File: src/rtl/sxcr_pkg.sv
/*
 * constants, field layouts and state types of the transfer count, target id,
 * selector id and interrupt cause register bank.
 * assumes a 32-bit classic wishbone slave port and a 20 mhz clock.
 */
package sxcr_pkg;
    // register byte offsets
    localparam logic [3:0] OFF_COUNT = 4'h0;
    localparam logic [3:0] OFF_TARGET = 4'h4;
    localparam logic [3:0] OFF_SELECTOR = 4'h8;
    localparam logic [3:0] OFF_CAUSE = 4'hC;

    // reset values
    localparam logic [23:0] RST_COUNT = 24'h000000;
    localparam logic [7:0] RST_TARGET = 8'h00;
    localparam logic [7:0] RST_SELECTOR = 8'h00;
    localparam logic [7:0] RST_CAUSE = 8'h00;

    // target_select_id fields
    localparam int TGT_ID_LSB = 0;
    localparam int TGT_TAG_LSB = 3;
    localparam int TGT_FEATURE_DISABLE = 5;
    localparam int TGT_EXPECTED_DIR = 6;
    localparam int TGT_CHAIN_SELECT = 7;

    // selector_id_and_response fields
    localparam int SEL_ID_LSB = 0;
    localparam int SEL_VALID = 3;
    localparam int SEL_PARITY_IGNORE = 5;
    localparam int SEL_ENABLE = 6;
    localparam int RESEL_ENABLE = 7;
    localparam logic [7:0] SEL_SW_MASK = 8'hE0;

    // tag message codes
    localparam logic [7:0] TAG_SIMPLE = 8'h20;
    localparam logic [7:0] TAG_HEAD = 8'h21;
    localparam logic [7:0] TAG_ORDERED = 8'h22;
    localparam logic [7:0] TAG_NONE = 8'h00;

    // interrupt groups and codes
    localparam logic [3:0] GRP_RESET = 4'h0;
    localparam logic [3:0] GRP_SUCCESS = 4'h1;
    localparam logic [3:0] GRP_PAUSED = 4'h2;
    localparam logic [3:0] GRP_ERROR = 4'h4;
    localparam logic [3:0] GRP_BUS_EVENT = 4'h8;
    localparam logic [3:0] QUAL_SEND_RECV_DONE = 4'h3;
    localparam logic [3:0] QUAL_XINFO_DONE = 4'h8;
    localparam logic [3:0] QUAL_DIR_ERROR = 4'h8;

    typedef enum logic [1:0] {
        SXCR_CMD_SEND_RECV = 2'b00,
        SXCR_CMD_XFER_INFO = 2'b01,
        SXCR_CMD_COMBINATION = 2'b10
    } sxcr_cmd_t;

    typedef enum logic [0:0] {
        SXCR_CNT_IDLE = 1'b0,
        SXCR_CNT_RUN = 1'b1
    } sxcr_cnt_state_t;
endpackage : sxcr_pkg

File: src/rtl/sxcr_regs.sv
/*
 * transfer counter, target id, selector id and interrupt cause registers.
 * assumes a classic wishbone master on clk, a command sequencer on the same
 * clock driving the start, byte, halt and event strobes, and scsi phase pins
 * that arrive active low and unsynchronised.
 */
`timescale 1ns/1ns
// Contract
// start loads preset, bytes decrement, zero interrupts; no interrupt at zero for combination commands
// zero preset or single byte: one byte
// combination: count is data-phase byte count
// successful non-single transfer leaves count zero
// halt leaves count of bytes not moved
// low three bits give target bus id
// tag bits select and record tag message
// either tag bit sends simple tag reselecting
// feature disable stops direction check, auto link
// expected direction mismatch raises phase error
// chain select picks status or disconnect next
// selector id meaningful only while valid set
// valid set when other device drove id
// parity ignore bit skips selection parity
// enable bits gate selection and reselection response
// interrupt raised, cause code readable
// cause code frozen until host reads
// upper nibble is interrupt group
// lower nibble is group qualifier
// phase field reflects msg, c/d, i/o
// status read drops interrupt request
module sxcr_regs (
    input wire logic clk,
    input wire logic rst,
    input wire logic wb_cyc_i,
    input wire logic wb_stb_i,
    input wire logic wb_we_i,
    input wire logic [3:0] wb_adr_i,
    input wire logic [3:0] wb_sel_i,
    input wire logic [31:0] wb_dat_i,
    output logic [31:0] wb_dat_o,
    output logic wb_ack_o,
    input wire logic cmd_start,
    input wire logic [1:0] cmd_kind,
    input wire logic cmd_single_byte,
    input wire logic byte_moved,
    input wire logic xfer_halt,
    input wire logic advanced_mode,
    input wire logic data_phase_enter,
    input wire logic tag_received,
    input wire logic [1:0] tag_received_sel,
    input wire logic sel_event,
    input wire logic sel_is_reselect,
    input wire logic [7:0] sel_bus_ids,
    input wire logic [2:0] own_id,
    input wire logic sel_parity_ok,
    input wire logic irq_event,
    input wire logic [7:0] irq_event_code,
    input wire logic msg_n,
    input wire logic cd_n,
    input wire logic io_n,
    output logic [2:0] target_id_bits,
    output logic [1:0] tag_message_select,
    output logic [7:0] tag_message_code,
    output logic send_simple_tag_after_identify,
    output logic direction_check_enable,
    output logic auto_link_enable,
    output logic chain_command_select,
    output logic data_phase_expected,
    output logic counter_busy,
    output logic selection_accepted,
    output logic [2:0] bus_phase_field,
    output logic host_interrupt_request
);
    logic [23:0] transfer_byte_count;
    logic [7:0] target_select_id;
    logic [7:0] selector_id_and_response;
    logic [7:0] interrupt_cause_code;
    logic [23:0] counter;
    sxcr_pkg::sxcr_cnt_state_t cnt_state;
    sxcr_pkg::sxcr_cmd_t run_kind;
    logic run_single;
    logic run_disabled;
    logic [2:0] phase_meta;
    logic [2:0] phase_sync;
    wire [2:0] phase_pins = {msg_n, cd_n, io_n};
    logic bus_take;
    logic status_read;
    logic xfer_done;
    logic dir_error;
    logic ev_valid;
    logic [7:0] ev_code;
    logic deferred_valid;
    logic [7:0] deferred_code;
    logic [7:0] next_selector;
    logic [7:0] other_ids;
    logic [7:0] wr_byte0;

    function automatic logic [7:0] sxcr_tag_code(input logic [1:0] sel);
        case (sel)
            2'b01: sxcr_tag_code = sxcr_pkg::TAG_SIMPLE;
            2'b10: sxcr_tag_code = sxcr_pkg::TAG_HEAD;
            2'b11: sxcr_tag_code = sxcr_pkg::TAG_ORDERED;
            default: sxcr_tag_code = sxcr_pkg::TAG_NONE;
        endcase
    endfunction : sxcr_tag_code

    function automatic logic [2:0] sxcr_encode_id(input logic [7:0] ids);
        sxcr_encode_id = 3'h0;
        for (int i = 0; i < 8; i++)
        begin
            if (ids[i])
            begin
                sxcr_encode_id = 3'(i);
            end
        end
    endfunction : sxcr_encode_id

    // phase pin synchronisers
    genvar g;
    generate
        for (g = 0; g < 3; g++)
        begin : g_phase_sync
            always_ff @(posedge clk or posedge rst)
            begin
                if (rst)
                begin
                    phase_meta[g] <= 1'b1;
                    phase_sync[g] <= 1'b1;
                end
                else
                begin
                    phase_meta[g] <= phase_pins[g];
                    phase_sync[g] <= phase_meta[g];
                end
            end
        end
    endgenerate

    // wishbone request decode
    assign bus_take = wb_cyc_i & wb_stb_i & ~wb_ack_o;
    assign status_read = bus_take & ~wb_we_i & (wb_adr_i == sxcr_pkg::OFF_CAUSE);
    assign wr_byte0 = wb_dat_i[7:0];

    always_ff @(posedge clk or posedge rst)
    begin
        if (rst)
        begin
            wb_ack_o <= 1'b0;
            wb_dat_o <= 32'h00000000;
        end
        else
        begin
            wb_ack_o <= bus_take;
            if (bus_take & ~wb_we_i)
            begin
                case (wb_adr_i)
                    sxcr_pkg::OFF_COUNT: wb_dat_o <= {8'h00, transfer_byte_count};
                    sxcr_pkg::OFF_TARGET: wb_dat_o <= {24'h000000, target_select_id};
                    sxcr_pkg::OFF_SELECTOR: wb_dat_o <= {24'h000000, selector_id_and_response};
                    sxcr_pkg::OFF_CAUSE: wb_dat_o <= {24'h000000, interrupt_cause_code};
                    default: wb_dat_o <= 32'h00000000;
                endcase
            end
        end
    end

    // transfer counter engine
    assign xfer_done = (cnt_state == sxcr_pkg::SXCR_CNT_RUN) & byte_moved
        & (run_disabled | (counter == 24'h000001));
    assign counter_busy = (cnt_state == sxcr_pkg::SXCR_CNT_RUN);
    assign data_phase_expected = (transfer_byte_count != 24'h000000);

    always_ff @(posedge clk or posedge rst)
    begin
        if (rst)
        begin
            cnt_state <= sxcr_pkg::SXCR_CNT_IDLE;
            counter <= sxcr_pkg::RST_COUNT;
            run_kind <= sxcr_pkg::SXCR_CMD_SEND_RECV;
            run_single <= 1'b0;
            run_disabled <= 1'b0;
        end
        else if (cmd_start)
        begin
            cnt_state <= sxcr_pkg::SXCR_CNT_RUN;
            counter <= transfer_byte_count;
            run_kind <= sxcr_pkg::sxcr_cmd_t'(cmd_kind);
            run_single <= cmd_single_byte;
            run_disabled <= cmd_single_byte | (transfer_byte_count == 24'h000000);
        end
        else
        begin
            case (cnt_state)
                sxcr_pkg::SXCR_CNT_RUN:
                begin
                    if (xfer_halt)
                    begin
                        cnt_state <= sxcr_pkg::SXCR_CNT_IDLE;
                    end
                    else if (byte_moved)
                    begin
                        if (!run_disabled)
                        begin
                            counter <= counter - 24'h000001;
                        end
                        if (xfer_done)
                        begin
                            cnt_state <= sxcr_pkg::SXCR_CNT_IDLE;
                        end
                    end
                end
                default: cnt_state <= sxcr_pkg::SXCR_CNT_IDLE;
            endcase
        end
    end

    // transfer count register
    always_ff @(posedge clk or posedge rst)
    begin
        if (rst)
        begin
            transfer_byte_count <= sxcr_pkg::RST_COUNT;
        end
        else if (xfer_done & ~run_single)
        begin
            transfer_byte_count <= 24'h000000;
        end
        else if (counter_busy & xfer_halt)
        begin
            transfer_byte_count <= counter;
        end
        else if (bus_take & wb_we_i & (wb_adr_i == sxcr_pkg::OFF_COUNT))
        begin
            for (int b = 0; b < 3; b++)
            begin
                if (wb_sel_i[b])
                begin
                    transfer_byte_count[b*8 +: 8] <= wb_dat_i[b*8 +: 8];
                end
            end
        end
    end

    // target id register, tag field also recorded by hardware
    always_ff @(posedge clk or posedge rst)
    begin
        if (rst)
        begin
            target_select_id <= sxcr_pkg::RST_TARGET;
        end
        else
        begin
            if (bus_take & wb_we_i & wb_sel_i[0] & (wb_adr_i == sxcr_pkg::OFF_TARGET))
            begin
                target_select_id <= wr_byte0;
            end
            if (tag_received)
            begin
                target_select_id[sxcr_pkg::TGT_TAG_LSB +: 2] <= tag_received_sel;
            end
        end
    end

    assign target_id_bits = target_select_id[sxcr_pkg::TGT_ID_LSB +: 3];
    assign tag_message_select = target_select_id[sxcr_pkg::TGT_TAG_LSB +: 2];
    assign tag_message_code = sxcr_tag_code(tag_message_select);
    assign send_simple_tag_after_identify = |tag_message_select;
    assign direction_check_enable = advanced_mode
        & ~target_select_id[sxcr_pkg::TGT_FEATURE_DISABLE];
    assign auto_link_enable = ~target_select_id[sxcr_pkg::TGT_FEATURE_DISABLE];
    assign chain_command_select = target_select_id[sxcr_pkg::TGT_CHAIN_SELECT];
    assign dir_error = data_phase_enter & direction_check_enable
        & (target_select_id[sxcr_pkg::TGT_EXPECTED_DIR] != bus_phase_field[0]);

    // selector id register
    assign other_ids = sel_bus_ids & ~(8'h01 << own_id);
    assign selection_accepted = sel_event
        & (sel_is_reselect ? selector_id_and_response[sxcr_pkg::RESEL_ENABLE]
                           : selector_id_and_response[sxcr_pkg::SEL_ENABLE])
        & (sel_parity_ok | selector_id_and_response[sxcr_pkg::SEL_PARITY_IGNORE]);

    always_comb
    begin
        next_selector = selector_id_and_response;
        if (bus_take & wb_we_i & wb_sel_i[0] & (wb_adr_i == sxcr_pkg::OFF_SELECTOR))
        begin
            next_selector = (wr_byte0 & sxcr_pkg::SEL_SW_MASK)
                | (selector_id_and_response & ~sxcr_pkg::SEL_SW_MASK);
        end
        if (selection_accepted)
        begin
            next_selector[sxcr_pkg::SEL_VALID] = |other_ids;
            next_selector[sxcr_pkg::SEL_ID_LSB +: 3] =
                (|other_ids) ? sxcr_encode_id(other_ids) : 3'h0;
        end
    end

    always_ff @(posedge clk or posedge rst)
    begin
        if (rst)
        begin
            selector_id_and_response <= sxcr_pkg::RST_SELECTOR;
        end
        else
        begin
            selector_id_and_response <= next_selector;
        end
    end

    // interrupt event merge and cause register
    always_comb
    begin
        ev_valid = 1'b1;
        ev_code = irq_event_code;
        if (irq_event)
        begin
            ev_code = irq_event_code;
        end
        else if (dir_error)
        begin
            ev_code = {sxcr_pkg::GRP_ERROR, sxcr_pkg::QUAL_DIR_ERROR};
        end
        else if (xfer_done & (run_kind == sxcr_pkg::SXCR_CMD_XFER_INFO))
        begin
            ev_code = {sxcr_pkg::GRP_SUCCESS,
                sxcr_pkg::QUAL_XINFO_DONE | {1'b0, bus_phase_field}};
        end
        else if (xfer_done & (run_kind == sxcr_pkg::SXCR_CMD_SEND_RECV))
        begin
            ev_code = {sxcr_pkg::GRP_SUCCESS, sxcr_pkg::QUAL_SEND_RECV_DONE};
        end
        else
        begin
            ev_valid = 1'b0;
        end
    end

    always_ff @(posedge clk or posedge rst)
    begin
        if (rst)
        begin
            interrupt_cause_code <= sxcr_pkg::RST_CAUSE;
            host_interrupt_request <= 1'b1;
            deferred_valid <= 1'b0;
            deferred_code <= sxcr_pkg::RST_CAUSE;
        end
        else if (status_read)
        begin
            if (deferred_valid)
            begin
                interrupt_cause_code <= deferred_code;
                deferred_valid <= ev_valid;
                deferred_code <= ev_code;
            end
            else if (ev_valid)
            begin
                interrupt_cause_code <= ev_code;
            end
            host_interrupt_request <= deferred_valid | ev_valid;
        end
        else if (ev_valid & ~host_interrupt_request)
        begin
            interrupt_cause_code <= ev_code;
            host_interrupt_request <= 1'b1;
        end
        else if (ev_valid & ~deferred_valid)
        begin
            deferred_valid <= 1'b1;
            deferred_code <= ev_code;
        end
    end

    assign bus_phase_field = ~phase_sync;
endmodule : sxcr_regs

File: config.mk
export PLATFORM = sky130hd
export DESIGN_NAME = sxcr_regs
export DESIGN_NICKNAME = d
export VERILOG_FILES = /design/src/rtl/sxcr_pkg.sv /design/src/rtl/sxcr_regs.sv
export SDC_FILE = /design/constraint.sdc
export NUM_CORES = 1
export LEC_CHECK = 0
export ABC_CLOCK_PERIOD_IN_PS = 4700
export BUFFER_PORTS_ARGS = -buffer_cell sky130_fd_sc_hd__buf_2
export CAP_MARGIN = 20
export CORE_MARGIN = 2
export CORE_UTILIZATION = 40
export DETAILED_ROUTE_END_ITERATION = 16
export SETUP_SLACK_MARGIN = 0.5
export SLEW_MARGIN = 20
export SYNTH_ARGS = -nofsm -noshare
export SYNTH_HDL_FRONTEND = slang
export SYNTH_SLANG_ARGS = --single-unit
File: constraint.sdc
create_clock -name clk -period 4.7 [get_ports clk]
set_clock_uncertainty 0.15 [all_clocks]
set_input_delay 1.41 -clock clk [delete_from_list [all_inputs] [get_ports clk]]
set_output_delay 1.41 -clock clk [all_outputs]
set_load 0.005 [all_outputs]
Word level (Yosys, flattened, before mapping). Cells that the tools add are included.

Reductions and logical operators: 23. Mux-type cells: 53. Add/sub/neg operators: 1. Bitwise gates (word level): 36. Shift operators: 1. Equality and inequality tests: 14.

Operator list (number): $mux W24 (8); $mux W8 (15); $pmux W24 S4 (1); $eq A24 B1 Y1 const B (1); $logic_not A24 Y1 (1); $reduce_bool A24 Y1 (1); $sub A24 B1 Y24 const B (1); $and A1 B1 Y1 (22); $mux W3 (6); $pmux W6 S3 (1); $mux W1 (17); $reduce_bool A2 Y1 (6); $reduce_bool A3 Y1 (4); $reduce_and A2 Y1 (5); $and A8 B8 Y8 (1); $eq A4 B4 Y1 const B (2); $mux W4 (2); $not A8 Y8 (1); $or A8 B5 Y8 (1); $reduce_or A8 Y1 (1); $shl A1 B3 Y8 const A (1); $ne A2 B2 Y1 const B (3); $not A1 Y1 (6); $mux W5 (1); other kinds (14) (20).

Logic and storage cells: 152. Input bits: 82. Bits in registers: 126.

Depth between registers and ports, before layout.
Depth after elaboration: 12. Gate-level depth with buffers: 9. Gate-level depth less buffers: 8.

Worst setup path before layout. OpenSTA, ideal clock, no wires.

Path type: input to register. From: in wb_adr_i[2]. To: reg transfer_byte_count[23]. Buffers on the path: 3. Data arrival time: 3.173 ns. Required time: 4.451 ns. Library setup time: 0.099 ns. Setup slack: 1.278 ns. Stages: 7. Cell sequence: clkbuf_1 -> nor4_1 -> and3_1 -> buf_2 -> buf_2 -> nand3_1 -> a311oi_1.

Word-level cells in the longest chain between the ends: 4.

RTL lines: from (decl) (RTL line sxcr_regs.sv:36) `input wire logic [3:0] wb_adr_i,`; $logic_not A4 Y1 (RTL line sxcr_regs.sv:231) `else if (bus_take & wb_we_i & (wb_adr_i == sxcr_pkg::OFF_COUNT))`; $and A1 B1 Y1 (RTL line sxcr_regs.sv:231); $reduce_bool A3 Y1 (no line); $reduce_and A2 Y1 (no line); to (signal assigned) (RTL line sxcr_regs.sv:221) `transfer_byte_count <= sxcr_pkg::RST_COUNT;`; to (signal assigned) (RTL line sxcr_regs.sv:229) `transfer_byte_count <= counter;`; to (signal, indexed assignment) (RTL line sxcr_regs.sv:237) `transfer_byte_count[b*8 +: 8] <= wb_dat_i[b*8 +: 8];`; to (decl) (RTL line sxcr_regs.sv:73) `logic [23:0] transfer_byte_count;`.

Every way passes these cells. A chain may end at the register's enable or synchronous reset.

Worst setup path in the final report.
From: in sel_is_reselect. To: out selection_accepted.

Word-level cells in the longest chain between the ends: 3.

RTL lines: from (decl) (RTL line sxcr_regs.sv:51) `input wire logic sel_is_reselect,`; $mux W1 (RTL line sxcr_regs.sv:277) `& (sel_is_reselect ? selector_id_and_response[sxcr_pkg::RESEL_ENABLE]`; $and A1 B1 Y1 (RTL line sxcr_regs.sv:277); $and A1 B1 Y1 (RTL line sxcr_regs.sv:279) `& (sel_parity_ok | selector_id_and_response[sxcr_pkg::SEL_PARITY_IGNORE]);`; to (decl) (RTL line sxcr_regs.sv:69) `output logic selection_accepted,`.

Every way passes these cells.

==> results.ini <==
[outcome]
status = completed

[global_routing]
gr-total-overflow = 0
grt_pass1_wl_mm = 25.6
grt_antenna_before_repair = 0
grt_max_degree = 56
track_usage_pct = 20.2
grt_pass1_vias = 4968

[timing]
worst_pin_slew_ns = 1.12
hold_viol = 0
worst_slack_ns = 1.11
rsz0062_at_grt = false
slew_violations = 0
finalSetupViolations = 0
fin_crit_sh_pct = 76.4
fmax_mhz = 279
hold_slack_ns = 0.206
finalCriticalPeriod_ns = 3.59
maxSlewHeadroom_pct = 24.7
finalSetupTns_ns = 0

[placement]
place_area_sq_um = 6670
hpwlAfterDp_mm = 11.5
gp_congestion = 0.831
dpl.cell_count = 897
post-place-ws_ns = 0.982
io_buffers = 116

[yosys]
ys_warn_count = 0
synth_cell_types = 59
syn_area_sq_um = 6020
synth_common_cells = dfrtp_1, nand2_1, o21ai_0, nor2_1, clkbuf_1
synth_edf_count = 0
synth_most_common_cell = dfrtp_1
synth_top_area_share_pct = 45.7
ys.flop_type = dfrtp_1
syn_avg_cell_area_sq_um = 9.54
async_reset_ff_share_pct = 100
synthCells = 631
ys_seq_area_share_pct = 48.8
synth_seq_cells = 117
yosys.area.top_type = dfrtp_1
synth.area.top_cells = dfrtp_1, nand2_1, o21ai_0, a311oi_1, dfstp_2

[floorplanning]
core_area_sq_um = 14600
chipWidth_microns = 127
rows = 44
initial_utilization_pct = 41.1
die_area_sq_um = 16000
pin_count = 139
die_h_microns = 127

[cells_and_area]
layout-drive-gt1-share_pct = 27.4
area.growth.synth_to_final_pct = 20.7
nets = 816
utilization_pct = 49.6
design_area_sq_um = 7270
n_fill_cell = 1358
diodes = 0
multiInputGateArea_sq_um = 2740
seq_area_sq_um = 2940
stdcell_count = 929

[critical_path]
max_stage_delay_ns = 0.17
r2r_cells = 6
crit_arrival_ns = 2.03
slowest_stage = buf_4
crit_top_cell = buf_2
crit_type = in -> out
cp_cell_sequence = buf_2 > mux2i_1 > nor2_1 > buf_4 > buf_2
cp.required_ns = 3.14
endpoint_kind = primary output
crit_family = buffers and inverters
critPathBufInv = 3
cp_num_cells = 5
setup.worst_path.start_class = input port
crit_fanout = 8

[power]
power_frac_clock_pct = 41.8
internal_power_mw = 2.19
p_comb_share_pct = 14.5
p_leak_nw = 3.36
total_power_mw = 3.10
swShare_pct = 29.3
vdd_drop_max_v = 0.000278
p_seq_share_pct = 43.8
p_per_area_nw_per_um2 = 426
p_sw_uw = 907

[route]
drtAntennaViolNets = 0
wl_mm = 15.8
drtIter0Drc = 317
routed_via_density = 5.45
drc_errors = 0
vias = 5066
avgRoutedWirePerCell_microns = 17.0
drt-pass1-iter-count = 5

[clock_tree]
clkTransAtPathRegs_ns = 0.06
postCtsSetupBuffers = 0
htree_levels = 4
post_cts_resized = 0
clockRootBuffer = clkbuf_16
clock_latency_ns = 0.42
cts_buffers = 17
cts_tree = built
clock_sinks = 117
ctsLongestPathBuffers = 2
ctsHoldBuffers = 0

[job]
max_cap_viol_count = 0

[worst_hold_path]
hold_path_depth = 0
hp-class = reg -> reg

[cell type report]
| cell class | instances | area share (%) |
|---|---|---|
| Clock inverter | 14 | 2.12 |
| Tap cell | 184 | 3.17 |
| Timing Repair Buffer | 126 | 9.02 |
| Multi-Input combinational cell | 442 | 37.7 |
| Inverter | 28 | 1.50 |
| Clock buffer | 18 | 6.04 |
| Sequential cell | 117 | 40.4 |
[metal layers]
metal  global-route usage [%]  wire length [microns]  vias to the layer above  share of wire (%)
met5                        0                      0                        -                  0
met3                     4.93                    903                       18                5.7
li1                         -                      -                     2416                  -
met4                     6.27                    263                        0                1.7
met1                     26.6                   6940                     2455                 44
met2                     33.0                   7650                      177                 49
[cell usage in the layout, fill, tap and decap left out, types with 17 or more instances in the layout]
master and count:
nor2_1 44, inv_1 27, buf_2 116, clkbuf_16 17, xnor2_1 17, nand3_1 29
dfrtp_1 110, a311oi_1 24, o21ai_0 57, nand2_1 102
[final timing paths]
kind	startpoint	end	slack [ns]
setup / recovery	sel_is_reselect	selection_accepted	1.11
hold / removal	phase_meta[0]	phase_sync[0]	0.21
setup reg to reg	counter[6]	deferred_code[6]	1.74
hold reg to reg	phase_meta[0]	phase_sync[0]	0.21
max in group asynchronous	rst	transfer_byte_count[22]	2.62
min in group asynchronous	rst	selector_id_and_response[1]	0.82
[worst reg2reg max path, stage by stage, from the launching register on]
cell,delay [ns]
dfrtp_1,0.43
or4_1,0.62
or4_1,0.48
nor3_4,0.24
nor3_2,0.10
o31a_1,0.47
mux2_4,0.36
[sequential cells by signal, indices dropped and copies added, names as in the netlist, 2 cells and up]
signal                    flops
deferred_code                 8
wb_dat_o                     24
phase_meta                    3
interrupt_cause_code          8
phase_sync                    3
counter                      24
target_select_id              8
transfer_byte_count          24
selector_id_and_response      7
run_kind                      2
[power groups by stage]
stage | clock network, mW | registers [mW] | logic [mW]
after global placement | 0 | 1.37 | 0.436
after global routing | 1.36 | 1.38 | 0.513
final | 1.29 | 1.36 | 0.448
after detailed placement | 0 | 1.37 | 0.451
after floorplan | 0 | 1.30 | 0.343
after CTS | 1.32 | 1.36 | 0.454
[logic make-up after synthesis]
logic type	after synthesis	share of synthesized area (%)
AOI/OAI and AO/OA	128	14.1
xor gates and xnor gates	24	3.49
adders and majority gates	2	0.416
buffers and inverters	84	6.59
DFF	117	48.8
muxes	34	7.50
other	1	0.0623
and+or+nand+nor	241	19.0
No activity file was read; power rests on OpenSTA's default activity.
